--- src/ssmsel_pkg.sv ---
// Shared constants and types for the safe stop method selector.
package ssmsel_pkg;

  ////////////////////////////////////////////////////////////////////////////
  // Timing. The control tick is the unit of every time input.
  localparam int CLK_PERIOD_NS = 40;
  localparam int CTRL_TICK_NS  = 100000;
  localparam int TICK_CYC      = (CTRL_TICK_NS + CLK_PERIOD_NS - 1) / CLK_PERIOD_NS;

  ////////////////////////////////////////////////////////////////////////////
  // Widths, values after reset and terminal values.
  localparam int              TW          = 16;
  localparam int              SW          = 16;
  localparam int              AW          = 32;
  localparam logic [TW-1:0]   ELAPSED_RST = 16'h0000;
  localparam logic [TW-1:0]   ELAPSED_MAX = 16'hFFFF;
  localparam logic [SW-1:0]   SPEED_RST   = 16'h0000;
  localparam logic [AW-1:0]   ACC_RST     = 32'h0000_0000;
  localparam logic [11:0]     DIV_RST     = 12'h000;
  localparam logic [11:0]     DIV_LAST    = 12'(TICK_CYC - 1);

  ////////////////////////////////////////////////////////////////////////////
  // Braking methods and sequencer states.
  typedef enum logic [1:0] {
    M_DYNAMIC_BRAKE_STOP,
    M_ELECTRONIC_BRAKE_STOP,
    M_FORCED_DECEL_STOP
  } ssmsel_method_t;

  typedef enum logic [1:0] {
    ST_IDLE,
    ST_BRAKING,
    ST_HOLD,
    ST_TORQUE_OFF
  } ssmsel_state_t;

  // Static configuration bits.
  typedef struct packed {
    logic forced_decel_enable_sel;
    logic electronic_brake_selection;
    logic motor_supported;
    logic torque_mode;
    logic cont_to_torque;
    logic decel_monitor_en;
  } ssmsel_cfg_t;

  // Time settings, all in control ticks.
  typedef struct packed {
    logic [TW-1:0] monitored_stop_time;
    logic [TW-1:0] forced_decel_time_const;
    logic [TW-1:0] brake_sequence_delay;
    logic [TW-1:0] electronic_brake_on_time;
    logic [TW-1:0] decel_monitor_time_const;
  } ssmsel_times_t;

endpackage : ssmsel_pkg

--- src/ssmsel_ramp.sv ---
`timescale 1ns/100ps
`default_nettype none
// Linear speed ramp towards zero. The time constant is the number of control
// ticks needed to fall from the rated speed to zero.
module ssmsel_ramp #(
  parameter int W     = 16,
  parameter int RATED = 3000
) (
  input  wire logic                      clk,
  input  wire logic                      rst,
  input  wire logic                      tick,
  input  wire logic                      load,
  input  wire logic [W-1:0]              init_speed,
  input  wire logic [ssmsel_pkg::TW-1:0] tc,
  output logic      [W-1:0]              speed_r,
  output logic                           done
);
  import ssmsel_pkg::*;

  logic [AW-1:0] acc_r;
  logic          step;

  ////////////////////////////////////////////////////////////////////////////
  // One unit is taken off per clock while the accumulator holds a full time
  // constant, so a tick's share is spread over the following clocks.
  assign step = (acc_r >= AW'(tc)) && (speed_r != SPEED_RST);
  assign done = (speed_r == SPEED_RST);

  // Accumulator and speed; a zero time constant drops the ramp at once.
  always_ff @(posedge clk) begin
    if (rst) begin
      acc_r   <= ACC_RST;
      speed_r <= SPEED_RST;
    end else if (load) begin
      acc_r   <= ACC_RST;
      speed_r <= init_speed;
    end else if (done || tc == ELAPSED_RST) begin
      acc_r   <= ACC_RST;
      speed_r <= SPEED_RST;
    end else begin
      acc_r   <= acc_r + (tick ? AW'(RATED) : ACC_RST) - (step ? AW'(tc) : ACC_RST);
      speed_r <= step ? speed_r - W'(1) : speed_r;
    end
  end
endmodule : ssmsel_ramp
`default_nettype wire

--- src/ssmsel_top.sv ---
`timescale 1ns/100ps
`default_nettype none
//
// Behaviour
// - Request input low starts braking, later torque off.
// - Method from setting, selection, motor, mode, cause.
// - Three methods: dynamic, electronic, forced deceleration.
// - Torque mode or decel off: electronic or dynamic.
// - Otherwise request/decel alarms decelerate, others brake.
// - Continuous-to-torque counts as torque control mode.
// - Forced deceleration ramps with its time constant.
// - Ramp done, below zero speed: base off, delay.
// - Monitor time expiry forces torque off mid-ramp.
// - Observation speed exceeded under deceleration: torque off.
// - Dynamic method engages the dynamic brake immediately.
// - Observation exceeded under dynamic braking raises alarm.
// - Electronic braking hands over after its operating time.
// - Shorter monitor time hands over at that time.
//
module ssmsel_top #(
  parameter int RATED_SPEED = 3000,
  parameter int OBS_OFFSET  = 0
) (
  input  wire logic                      clk,
  input  wire logic                      rst,
  input  wire logic                      stop_req_n,
  input  wire logic                      alarm_stop,
  input  wire logic                      alarm_edb_method,
  input  wire ssmsel_pkg::ssmsel_cfg_t   cfg,
  input  wire ssmsel_pkg::ssmsel_times_t times,
  input  wire logic [ssmsel_pkg::SW-1:0] speed_fb,
  input  wire logic [ssmsel_pkg::SW-1:0] zero_speed_threshold,
  output ssmsel_pkg::ssmsel_method_t     method_r,
  output logic                           stop_active_r,
  output logic                           base_drive_on_r,
  output logic                           decel_active_r,
  output logic                           electronic_brake_on_r,
  output logic                           dyn_brake_on_r,
  output logic                           torque_off_r,
  output logic                           monitor_alarm_r,
  output logic      [ssmsel_pkg::SW-1:0] speed_cmd_r
);
  import ssmsel_pkg::*;

  ////////////////////////////////////////////////////////////////////////////
  // Method choice. The electronic brake only exists on supported motors with
  // automatic selection; every other non-decelerating case falls back to the
  // dynamic brake, which coasts the motor when no brake hardware is fitted.
  function automatic ssmsel_method_t sel_method(
    input ssmsel_cfg_t c,
    input logic        from_alarm,
    input logic        edb_type
  );
    ssmsel_method_t brake;
    logic           torque_like;
    brake = (c.electronic_brake_selection && c.motor_supported) ?
            M_ELECTRONIC_BRAKE_STOP : M_DYNAMIC_BRAKE_STOP;
    torque_like = c.torque_mode || c.cont_to_torque;
    if (!c.forced_decel_enable_sel || torque_like) begin
      sel_method = brake;
    end else if (from_alarm && edb_type) begin
      sel_method = brake;
    end else begin
      sel_method = M_FORCED_DECEL_STOP;
    end
  endfunction : sel_method

  ssmsel_state_t  state_r;
  ssmsel_method_t method_sel;
  logic           act;
  logic           from_alarm;
  logic [11:0]    div_r;
  logic           tick_r;
  logic [TW-1:0]  elapsed_r;
  logic [TW-1:0]  hold_start_r;
  logic           start;
  logic           ramp_done;
  logic [SW-1:0]  obs_speed;
  logic [SW-1:0]  obs_init;
  logic           obs_exceed;
  logic           mst_over;
  logic           go_off;

  ////////////////////////////////////////////////////////////////////////////
  // Activation. A request from the input outranks a concurrent alarm, so the
  // cause is taken as alarm only while the request input is still high.
  assign act        = !stop_req_n || alarm_stop;
  assign from_alarm = alarm_stop && stop_req_n;
  assign method_sel = sel_method(cfg, from_alarm, alarm_edb_method);
  assign start      = (state_r == ST_IDLE) && act;

  // Control tick divider.
  always_ff @(posedge clk) begin
    if (rst) begin
      div_r  <= DIV_RST;
      tick_r <= 1'b0;
    end else begin
      div_r  <= (div_r == DIV_LAST) ? DIV_RST : div_r + 12'h001;
      tick_r <= (div_r == DIV_LAST);
    end
  end

  // Elapsed time since activation, saturating, held at zero while idle.
  always_ff @(posedge clk) begin
    if (rst || state_r == ST_IDLE) begin
      elapsed_r <= ELAPSED_RST;
    end else if (tick_r && elapsed_r != ELAPSED_MAX) begin
      elapsed_r <= elapsed_r + 16'h0001;
    end
  end

  ////////////////////////////////////////////////////////////////////////////
  // Speed command ramp and observation-speed ramp share one ramp design; the
  // observation starts from the feedback caught at activation plus offset.
  assign obs_init = speed_fb + SW'(OBS_OFFSET);

  ssmsel_ramp #(
    .W     (SW),
    .RATED (RATED_SPEED)
  ) u_cmd_ramp (
    .clk        (clk),
    .rst        (rst),
    .tick       (tick_r),
    .load       (start),
    .init_speed (speed_fb),
    .tc         (times.forced_decel_time_const),
    .speed_r    (speed_cmd_r),
    .done       (ramp_done)
  );

  ssmsel_ramp #(
    .W     (SW),
    .RATED (RATED_SPEED)
  ) u_obs_ramp (
    .clk        (clk),
    .rst        (rst),
    .tick       (tick_r),
    .load       (start),
    .init_speed (obs_init),
    .tc         (times.decel_monitor_time_const),
    .speed_r    (obs_speed),
    .done       ()
  );

  // Monitor expiry, judged while braking or holding, and observation excess, judged only while braking.
  assign obs_exceed = cfg.decel_monitor_en && (state_r == ST_BRAKING) && (speed_fb > obs_speed);
  assign mst_over   = (elapsed_r >= times.monitored_stop_time);
  assign go_off     = act && (state_r == ST_BRAKING || state_r == ST_HOLD) &&
                      (mst_over || (method_r == M_FORCED_DECEL_STOP && obs_exceed));

  ////////////////////////////////////////////////////////////////////////////
  // Sequencer. Releasing both the request and the alarm returns to idle from any state; the
  // power-stage outputs go back to normal one clock after the state does.
  always_ff @(posedge clk) begin
    if (rst) begin
      state_r               <= ST_IDLE;
      method_r              <= M_DYNAMIC_BRAKE_STOP;
      stop_active_r         <= 1'b0;
      base_drive_on_r       <= 1'b0;
      decel_active_r        <= 1'b0;
      electronic_brake_on_r <= 1'b0;
      dyn_brake_on_r        <= 1'b0;
      torque_off_r          <= 1'b0;
      hold_start_r          <= ELAPSED_RST;
    end else if (!act && state_r != ST_IDLE) begin
      state_r <= ST_IDLE;
    end else if (go_off) begin
      state_r               <= ST_TORQUE_OFF;
      torque_off_r          <= 1'b1;
      base_drive_on_r       <= 1'b0;
      decel_active_r        <= 1'b0;
      electronic_brake_on_r <= 1'b0;
      dyn_brake_on_r        <= 1'b1;
    end else begin
      case (state_r)
        ST_IDLE: begin
          stop_active_r         <= act;
          base_drive_on_r       <= 1'b1;
          decel_active_r        <= 1'b0;
          electronic_brake_on_r <= 1'b0;
          dyn_brake_on_r        <= 1'b0;
          torque_off_r          <= 1'b0;
          if (act) begin
            state_r  <= ST_BRAKING;
            method_r <= method_sel;
            case (method_sel)
              M_DYNAMIC_BRAKE_STOP: begin
                dyn_brake_on_r  <= 1'b1;
                base_drive_on_r <= 1'b0;
              end
              M_ELECTRONIC_BRAKE_STOP: begin
                electronic_brake_on_r <= 1'b1;
              end
              default: begin
                decel_active_r <= 1'b1;
              end
            endcase
          end
        end
        ST_BRAKING: begin
          if (method_r == M_FORCED_DECEL_STOP && ramp_done &&
              speed_fb <= zero_speed_threshold) begin
            base_drive_on_r <= 1'b0;
            decel_active_r  <= 1'b0;
            hold_start_r    <= elapsed_r;
            state_r         <= ST_HOLD;
          end else if (method_r == M_ELECTRONIC_BRAKE_STOP &&
                       elapsed_r >= times.electronic_brake_on_time) begin
            electronic_brake_on_r <= 1'b0;
            dyn_brake_on_r        <= 1'b1;
            base_drive_on_r       <= 1'b0;
            hold_start_r          <= elapsed_r;
            state_r               <= ST_HOLD;
          end
        end
        ST_HOLD: begin
          // The delay runs on the shared elapsed count, not a private timer.
          if (elapsed_r - hold_start_r >= times.brake_sequence_delay) begin
            dyn_brake_on_r <= 1'b1;
          end
        end
        ST_TORQUE_OFF: begin
          torque_off_r <= 1'b1;
        end
        default: begin
          state_r <= ST_IDLE;
        end
      endcase
    end
  end

  ////////////////////////////////////////////////////////////////////////////
  // Excess under dynamic braking cannot slow the motor any further, so it is
  // flagged as an alarm instead; the flag stays until the stop is released.
  always_ff @(posedge clk) begin
    if (rst) begin
      monitor_alarm_r <= 1'b0;
    end else if (act && obs_exceed && method_r == M_DYNAMIC_BRAKE_STOP) begin
      monitor_alarm_r <= 1'b1;
    end else if (state_r == ST_IDLE) begin
      monitor_alarm_r <= 1'b0;
    end
  end
endmodule : ssmsel_top
`default_nettype wire

--- config.mk ---
export PLATFORM = sky130hd
export DESIGN_NAME = ssmsel_top
export DESIGN_NICKNAME = d
export VERILOG_FILES = /design/src/ssmsel_pkg.sv /design/src/ssmsel_ramp.sv /design/src/ssmsel_top.sv
export SDC_FILE = /design/constraint.sdc
export NUM_CORES = 1
export LEC_CHECK = 0
export ABC_AREA = 1
export ABC_CLOCK_PERIOD_IN_PS = 5150
export BUFFER_PORTS_ARGS = -buffer_cell sky130_fd_sc_hd__buf_2
export CORE_MARGIN = 5
export CORE_UTILIZATION = 40
export DETAILED_ROUTE_END_ITERATION = 8
export PLACE_DENSITY_LB_ADDON = 0.25
export SLEW_MARGIN = 20
export SYNTH_ARGS = -nofsm -noshare
export SYNTH_HDL_FRONTEND = slang
export SYNTH_SLANG_ARGS = --single-unit
--- constraint.sdc ---
create_clock -name clk -period 5.15 [get_ports clk]
set_clock_uncertainty 0.05 [all_clocks]
set_input_delay 0.7725 -clock clk [delete_from_list [all_inputs] [get_ports clk]]
set_output_delay 0.7725 -clock clk [all_outputs]
set_load 0.01 [all_outputs]
# [Yosys cells after proc, flatten, opt, wreduce, memory -nomap -nowiden]
# Index checks and enable logic that the tools add are counted.
[op_classes] addsub=9 order_cmp=7 n_eq_ne=14 muxes=46 bitwise=2 reduce_logical=60
[op_table] cell="$mux W16" n=10
[op_table] cell="$add A32 B32 Y32" n=2
[op_table] cell="$ge A32 B16 Y1" n=2
[op_table] cell="$logic_not A16 Y1" n=4
[op_table] cell="$sub A32 B32 Y32" n=2
[op_table] cell="$ge A16 B16 Y1" n=3
[op_table] cell="$reduce_bool A16 Y1" n=2
[op_table] cell="$sub A16 B1 Y16 const B" n=2
[op_table] cell="$mux W1" n=23
[op_table] cell="$logic_and A1 B1 Y1" n=18
[op_table] cell="$add A16 B1 Y16 const B" n=1
[op_table] cell="$gt A16 B16 Y1" n=1
[op_table] cell="$le A16 B16 Y1" n=1
[op_table] cell="$ne A16 B16 Y1 const B" n=1
[op_table] cell="$sub A16 B16 Y16" n=1
[op_table] cell="$add A12 B1 Y12 const B" n=1
[op_table] cell="$eq A12 B12 Y1 const B" n=1
[op_table] cell="$mux W12" n=1
[op_table] cell="$mux W2" n=6
[op_table] cell="$reduce_and A3 Y1" n=4
[op_table] cell="$reduce_and A4 Y1" n=3
[op_table] cell="$reduce_bool A3 Y1" n=4
[op_table] cell="$ne A3 B2 Y1 const B" n=3
[op_table] cell="$logic_or A1 B1 Y1" n=8
[op_table] cell="16 further kinds" n=34
[totals] ff_bits=152 wordCells=155

# [Logic depth before layout (Yosys ltp)]
[logic_depth] word_depth=10 depth_mapped=29

# [Hierarchy]
# From an unflattened synthesis, not the netlist that was laid out.
[hier_totals] cells_unflattened=2405 hier_area_um2=15593.7
[modules_own_cells] module="ssmsel_top" n_inst=1 cells_each=806 area_each_um2=5455.2
[modules_own_cells] module="ssmsel_ramp (u_cmd_ramp)" n_inst=1 cells_each=801 area_each_um2=5094.9
[modules_own_cells] module="ssmsel_ramp (u_obs_ramp)" n_inst=1 cells_each=798 area_each_um2=5043.6

# [Least setup slack after synthesis]
# No wires, ideal clock.
[synth_path] path_kind="input-to-reg" startpoint="in times[57] (netlist bit)" endpoint="reg u_cmd_ramp.acc_r[19]" setup_time_ps=120 arrival_time_ps=3998 setup_slack_ps=982 path_stages=28 cell_sequence="inv_1 > ha_1 > nand2_1 > inv_1 > o21ai_0 > nand2_1 > a21oi_1 > nand2_1 > nand2_1 > nand3_1 > nand2_1 > clkinv_1 > nand2_1 > ha_1 > ha_1 > inv_1 > fa_1 > inv_1 > nand3_1 > nand2_1 > a21oi_1 > o21ai_1 > nand2_1 > nand2_1 > inv_2 > o21ai_1 > or2_0 > a21oi_1"
[synth_via] elab_chain_len=4 word_cells_on_any_way=7 classes_between="add/sub: 1; order compare: 1; mux: 1; reduce/logical: 4"
[synth_rtl] item="from (decl)" line="ssmsel_top.sv:30" rtl="input wire ssmsel_pkg::ssmsel_times_t times,"
[synth_rtl] item="$ge A32 B16 Y1" line="ssmsel_ramp.sv:26" rtl="assign step = (acc_r >= AW'(tc)) && (speed_r != SPEED_RST);"
[synth_rtl] item="$logic_and A1 B1 Y1" line="ssmsel_ramp.sv:26"
[synth_rtl] item="$mux W16" line="ssmsel_ramp.sv:41" rtl="acc_r <= acc_r + (tick ? AW'(RATED) : ACC_RST) - (step ? AW'(tc) : ACC_RST);"
[synth_rtl] item="$sub A32 B32 Y32" line="ssmsel_ramp.sv:41"
[synth_rtl] item="to (signal assigned)" line="ssmsel_ramp.sv:41"
[synth_rtl] item="to (decl)" line="ssmsel_ramp.sv:20" rtl="logic [AW-1:0] acc_r;"
# Parallel ways exist; a longest one is shown, timed or not.
# A chain may end at the register's enable or synchronous reset.

# [Final worst setup path]
[layout_path] startpoint="reg u_cmd_ramp.speed_r[0]" endpoint="reg u_cmd_ramp.acc_r[30]"
[layout_via] elab_chain_len=4 word_cells_on_any_way=7 classes_between="add/sub: 1; mux: 1; reduce/logical: 5"
[layout_rtl] item="from (decl)" line="ssmsel_ramp.sv:15" rtl="output logic [W-1:0] speed_r,"
[layout_rtl] item="from (signal assigned)" line="ssmsel_ramp.sv:36" rtl="speed_r <= init_speed;"
[layout_rtl] item="from (signal assigned)" line="ssmsel_ramp.sv:42" rtl="speed_r <= step ? speed_r - W'(1) : speed_r;"
[layout_rtl] item="$reduce_bool A16 Y1" line="ssmsel_ramp.sv:26"
[layout_rtl] item="$logic_and A1 B1 Y1" line="ssmsel_ramp.sv:26"
[layout_rtl] item="$mux W16" line="ssmsel_ramp.sv:41"
[layout_rtl] item="$sub A32 B32 Y32" line="ssmsel_ramp.sv:41"
# Parallel ways exist; a longest one is shown, timed or not.

==> insert_results.sql <==
INSERT INTO impl_metrics (metric_group, metric, value, unit) VALUES
('logic_synthesis', 'synth.top_cell.area_share', '20.5', '%'),
('global_route', 'grt_remaining_overflow', '0', ''),
('power_and_ir_drop', 'power.static_leakage', '9.03', 'nW'),
('worst_setup_path', 'regToRegSetupSlack', '0.41', 'ns'),
('power_and_ir_drop', 'design_power_total', '10.8', 'mW'),
('route', 'antenna_left', '0', ''),
('timing', 'maxClockFrequency', '211', 'MHz'),
('die', 'core_area', '36600', 'um^2'),
('cts', 'cts-root-to-sink-buffers', '2', ''),
('route', 'first_iter_violations', '967', ''),
('layout', 'layout-drive-gt1-share', '9.58', '%'),
('route', 'firstDrtPassIters', '5', ''),
('die', 'initial_utilization', '40.5', '%'),
('die', 'die_area', '41000', 'um^2'),
('status', 'status', 'finished, final reports clean', ''),
('timing', 'fin_tns_setup', '0', 'ns'),
('worst_setup_path', 'endpoint_arrival_time_on_the_critical_path', '5.02', 'ns'),
('logic_synthesis', 'yosys-top-cells-count', '459 x sky130_fd_sc_hd__inv_1, 398 x sky130_fd_sc_hd__nand2_1, 279 x sky130_fd_sc_hd__nor2_1', ''),
('logic_synthesis', 'synth.net_count', '2657', ''),
('logic_synthesis', 'post_synth_top_area_cell', 'sky130_fd_sc_hd__dfxtp_1', ''),
('route', 'totalWireLength', '42.2', 'mm'),
('cts', 'clkTransAtPathRegs', '0.08', 'ns'),
('job', 'maxCapViolations', '0', ''),
('cts', 'clkSinkCount', '152', ''),
('die', 'die_h', '203', 'um'),
('layout', 'fin_nets', '2804', ''),
('worst_setup_path', 'startpoint_type', 'register', ''),
('placement', 'gp_routability_congestion', '0.963', ''),
('logic_synthesis', 'syn_area_per_cell', '6.50', 'um^2'),
('worst_setup_path', 'critical_path.max_fanout', '7', ''),
('timing', 'slew_of_the_pin_with_the_lowest_slew_margin', '1.03', 'ns'),
('worst_setup_path', 'worstReg2RegStart', 'u_cmd_ramp.speed_r[0]', ''),
('power_and_ir_drop', 'cellPowerDensity', '646', 'nW/um^2'),
('logic_synthesis', 'count_of_flip_flops_with_a_built_in_enable_after_synthesis', '0', ''),
('worst_setup_path', 'setup.worst_path.end', 'u_cmd_ramp.acc_r[30]', ''),
('logic_synthesis', 'yosys_warnings', '0', ''),
('cts', 'post-cts-setup-buffers', '0', ''),
('timing', 'finalSetupViolCount', '0', ''),
('layout', 'fill_cells', '3905', ''),
('die', 'num_rows', '70', ''),
('logic_synthesis', 'ys_seq_area_share', '20.5', '%'),
('worst_setup_path', 'worstReg2RegEnd', 'u_cmd_ramp.acc_r[30]', ''),
('layout', 'antennaDiodeCount', '0', ''),
('route', 'drt_drc_violations_left', '0', ''),
('worst_setup_path', 'setup.worst_path.class', 'reg -> reg', ''),
('timing', 'period_share', '92.1', '%'),
('cts', 'cts_hold_buf', '0', ''),
('cts', 'post_cts_resize_count', '0', ''),
('worst_setup_path', 'worstSetupEndpointType', 'register', ''),
('route', 'detail_route.vias_per_cell', '5.02', ''),
('placement', 'dp.final_hpwl', '34.6', 'mm'),
('worst_setup_path', 'required', '5.43', 'ns'),
('die', 'fp.dieW', '203', 'um'),
('layout', 'layout-area-overhead-vs-synth', '12.4', '%'),
('power_and_ir_drop', 'worst_ir_drop_vdd', '0.341', 'mV'),
('hold_path', 'worstHoldPathType', 'reg -> reg', ''),
('global_route', 'first_global_vias', '14500', ''),
('cts', 'clkLatencyLatePin', '0.46', 'ns'),
('global_route', 'grt_pass1_wl', '69.9', 'mm'),
('logic_synthesis', 'ys_async_sr_fraction', '0', '%'),
('logic_synthesis', 'ys.flop_type', 'sky130_fd_sc_hd__dfxtp_1', ''),
('cts', 'cts-buffers-inserted', '17', ''),
('global_route', 'grt_start_max_net_pins', '33', ''),
('die', 'num_io_pins', '148', ''),
('logic_synthesis', 'netlist_instances', '2282', ''),
('worst_setup_path', 'worst_r2r_path_depth', '22', ''),
('timing', 'period_needed', '4.74', 'ns'),
('global_route', 'grt_antenna_before_repair', '1', ''),
('logic_synthesis', 'synth_top_cells_by_area', 'sky130_fd_sc_hd__dfxtp_1 21%, sky130_fd_sc_hd__ha_1 20%, sky130_fd_sc_hd__inv_1 12%, sky130_fd_sc_hd__nand2_1 10%, sky130_fd_sc_hd__a21oi_1 8.4%', ''),
('timing', 'rsz0062_at_grt', 'false', ''),
('logic_synthesis', 'ys_types', '51', '');
-- critical path, cell delays in order (launching register included) --
cell	delay [ns]
sky130_fd_sc_hd__dfxtp_1	0.38
sky130_fd_sc_hd__inv_1	0.10
sky130_fd_sc_hd__ha_1	0.20
sky130_fd_sc_hd__nand2_1	0.11
sky130_fd_sc_hd__nor2_2	0.30
sky130_fd_sc_hd__nand4_1	0.24
sky130_fd_sc_hd__nand3b_1	0.37
sky130_fd_sc_hd__nand2_1	0.17
sky130_fd_sc_hd__buf_4	0.18
sky130_fd_sc_hd__nor2_1	0.07
sky130_fd_sc_hd__fa_1	0.48
sky130_fd_sc_hd__inv_1	0.04
sky130_fd_sc_hd__ha_1	0.36
sky130_fd_sc_hd__a21oi_1	0.21
sky130_fd_sc_hd__nand2_1	0.10
sky130_fd_sc_hd__nand2_1	0.10
sky130_fd_sc_hd__nand3_1	0.17
sky130_fd_sc_hd__a21boi_0	0.46
sky130_fd_sc_hd__inv_1	0.18
sky130_fd_sc_hd__nand3_1	0.17
sky130_fd_sc_hd__nand2_1	0.07
sky130_fd_sc_hd__nand2_1	0.06
sky130_fd_sc_hd__a21oi_1	0.05
-- layout by cell type, fill, tap and decap left out, types with 7 or more instances in the layout --
cell type and count:
sky130_fd_sc_hd__buf_2 147, sky130_fd_sc_hd__fa_1 17, sky130_fd_sc_hd__nor4_1 19, sky130_fd_sc_hd__a31oi_1 14, sky130_fd_sc_hd__o21a_1 14, sky130_fd_sc_hd__inv_2 9, sky130_fd_sc_hd__inv_6 7, sky130_fd_sc_hd__xnor2_1 10
sky130_fd_sc_hd__nor2_1 279, sky130_fd_sc_hd__dfxtp_1 152, sky130_fd_sc_hd__nand4_1 34, sky130_fd_sc_hd__nor3_1 31, sky130_fd_sc_hd__o21bai_1 15, sky130_fd_sc_hd__buf_4 9, sky130_fd_sc_hd__ha_1 235, sky130_fd_sc_hd__inv_1 458
sky130_fd_sc_hd__clkbuf_16 17, sky130_fd_sc_hd__o21ai_1 18, sky130_fd_sc_hd__a21o_1 8, sky130_fd_sc_hd__a21oi_1 248, sky130_fd_sc_hd__or2_2 22, sky130_fd_sc_hd__o21ai_0 86, sky130_fd_sc_hd__xor2_1 43, sky130_fd_sc_hd__nand3_1 95
sky130_fd_sc_hd__nand2_1 398
-- final cells by class --
| cell class | count | area (um^2) | share of cell area [%] |
|---|---|---|---|
| multi-input cells | 1631 | 9880 | 59.3 |
| inverters | 470 | 1760 | 10.6 |
| well taps | 468 | 586 | 3.51 |
| clock buffers | 17 | 425 | 2.55 |
| flip-flops and latches | 152 | 3040 | 18.3 |
| repair buffers | 157 | 815 | 4.89 |
| clock inverters | 15 | 154 | 0.923 |
-- through the flow --
stage	instances	cell area, um^2	setup WS (ns)	hold WS [ns]	util [%]
floorplan	2282	14800	0.982	0.367	-
global placement	2877	16100	0.224	0.379	43.9
detailed placement	2877	16100	0.142	0.394	43.9
CTS	2909	16700	0.486	0.408	45.5
global route	2910	16700	0.0577	0.431	45.5
finish	2910	16700	0.409	0.407	45.5
-- routing by layer --
metal	share of wire (%)	global-route usage, %	vias up
li1	-	-	7640
met1	47	27.1	6621
met2	47	35.0	309
met3	4.0	2.83	47
met4	1.8	5.65	2
met5	0.019	0	-
-- power breakdown --
part	total, mW	switching (mW)	internal (mW)
registers	1.74	0.240	1.50
clock network	1.29	0.608	0.685
logic	7.74	5.09	2.66
total	10.8	5.94	4.84
-- state kept, by name (all words and copies together) (netlist names), 2 cells and up --
register            count
div_r                  12
elapsed_r              16
hold_start_r           16
method_r                2
state_r                 2
u_cmd_ramp.acc_r       32
u_cmd_ramp.speed_r     16
u_obs_ramp.acc_r       32
u_obs_ramp.speed_r     16
-- worst min-delay path by stage --
stage / startpoint / endpoint / slack [ns] / cells after the start
2_1_floorplan: div_r[0] / div_r[0] / 0.37 / 1
3_3_place_gp: div_r[0] / div_r[0] / 0.38 / 1
3_5_place_dp: div_r[0] / div_r[0] / 0.39 / 1
4_1_cts: hold_start_r[11] / hold_start_r[11] / 0.41 / 2
5_1_grt: hold_start_r[4] / hold_start_r[4] / 0.43 / 2
6_report: hold_start_r[4] / hold_start_r[4] / 0.41 / 2
-- cell families (layout without fill, tap and decap cells) --
kind of cell / after synthesis / count (layout) / synth area share (%)
AND/OR/NAND/NOR: 899 / 899 / 25.7
buffers and inverters: 499 / 659 / 12.9
AO/OA/AOI/OAI: 427 / 427 / 15.7
adder cells (fa/ha/maj): 252 / 252 / 22.1
flip-flops: 152 / 152 / 20.5
XOR/XNOR: 53 / 53 / 3.13
No activity file was read; power rests on OpenSTA's default activity.
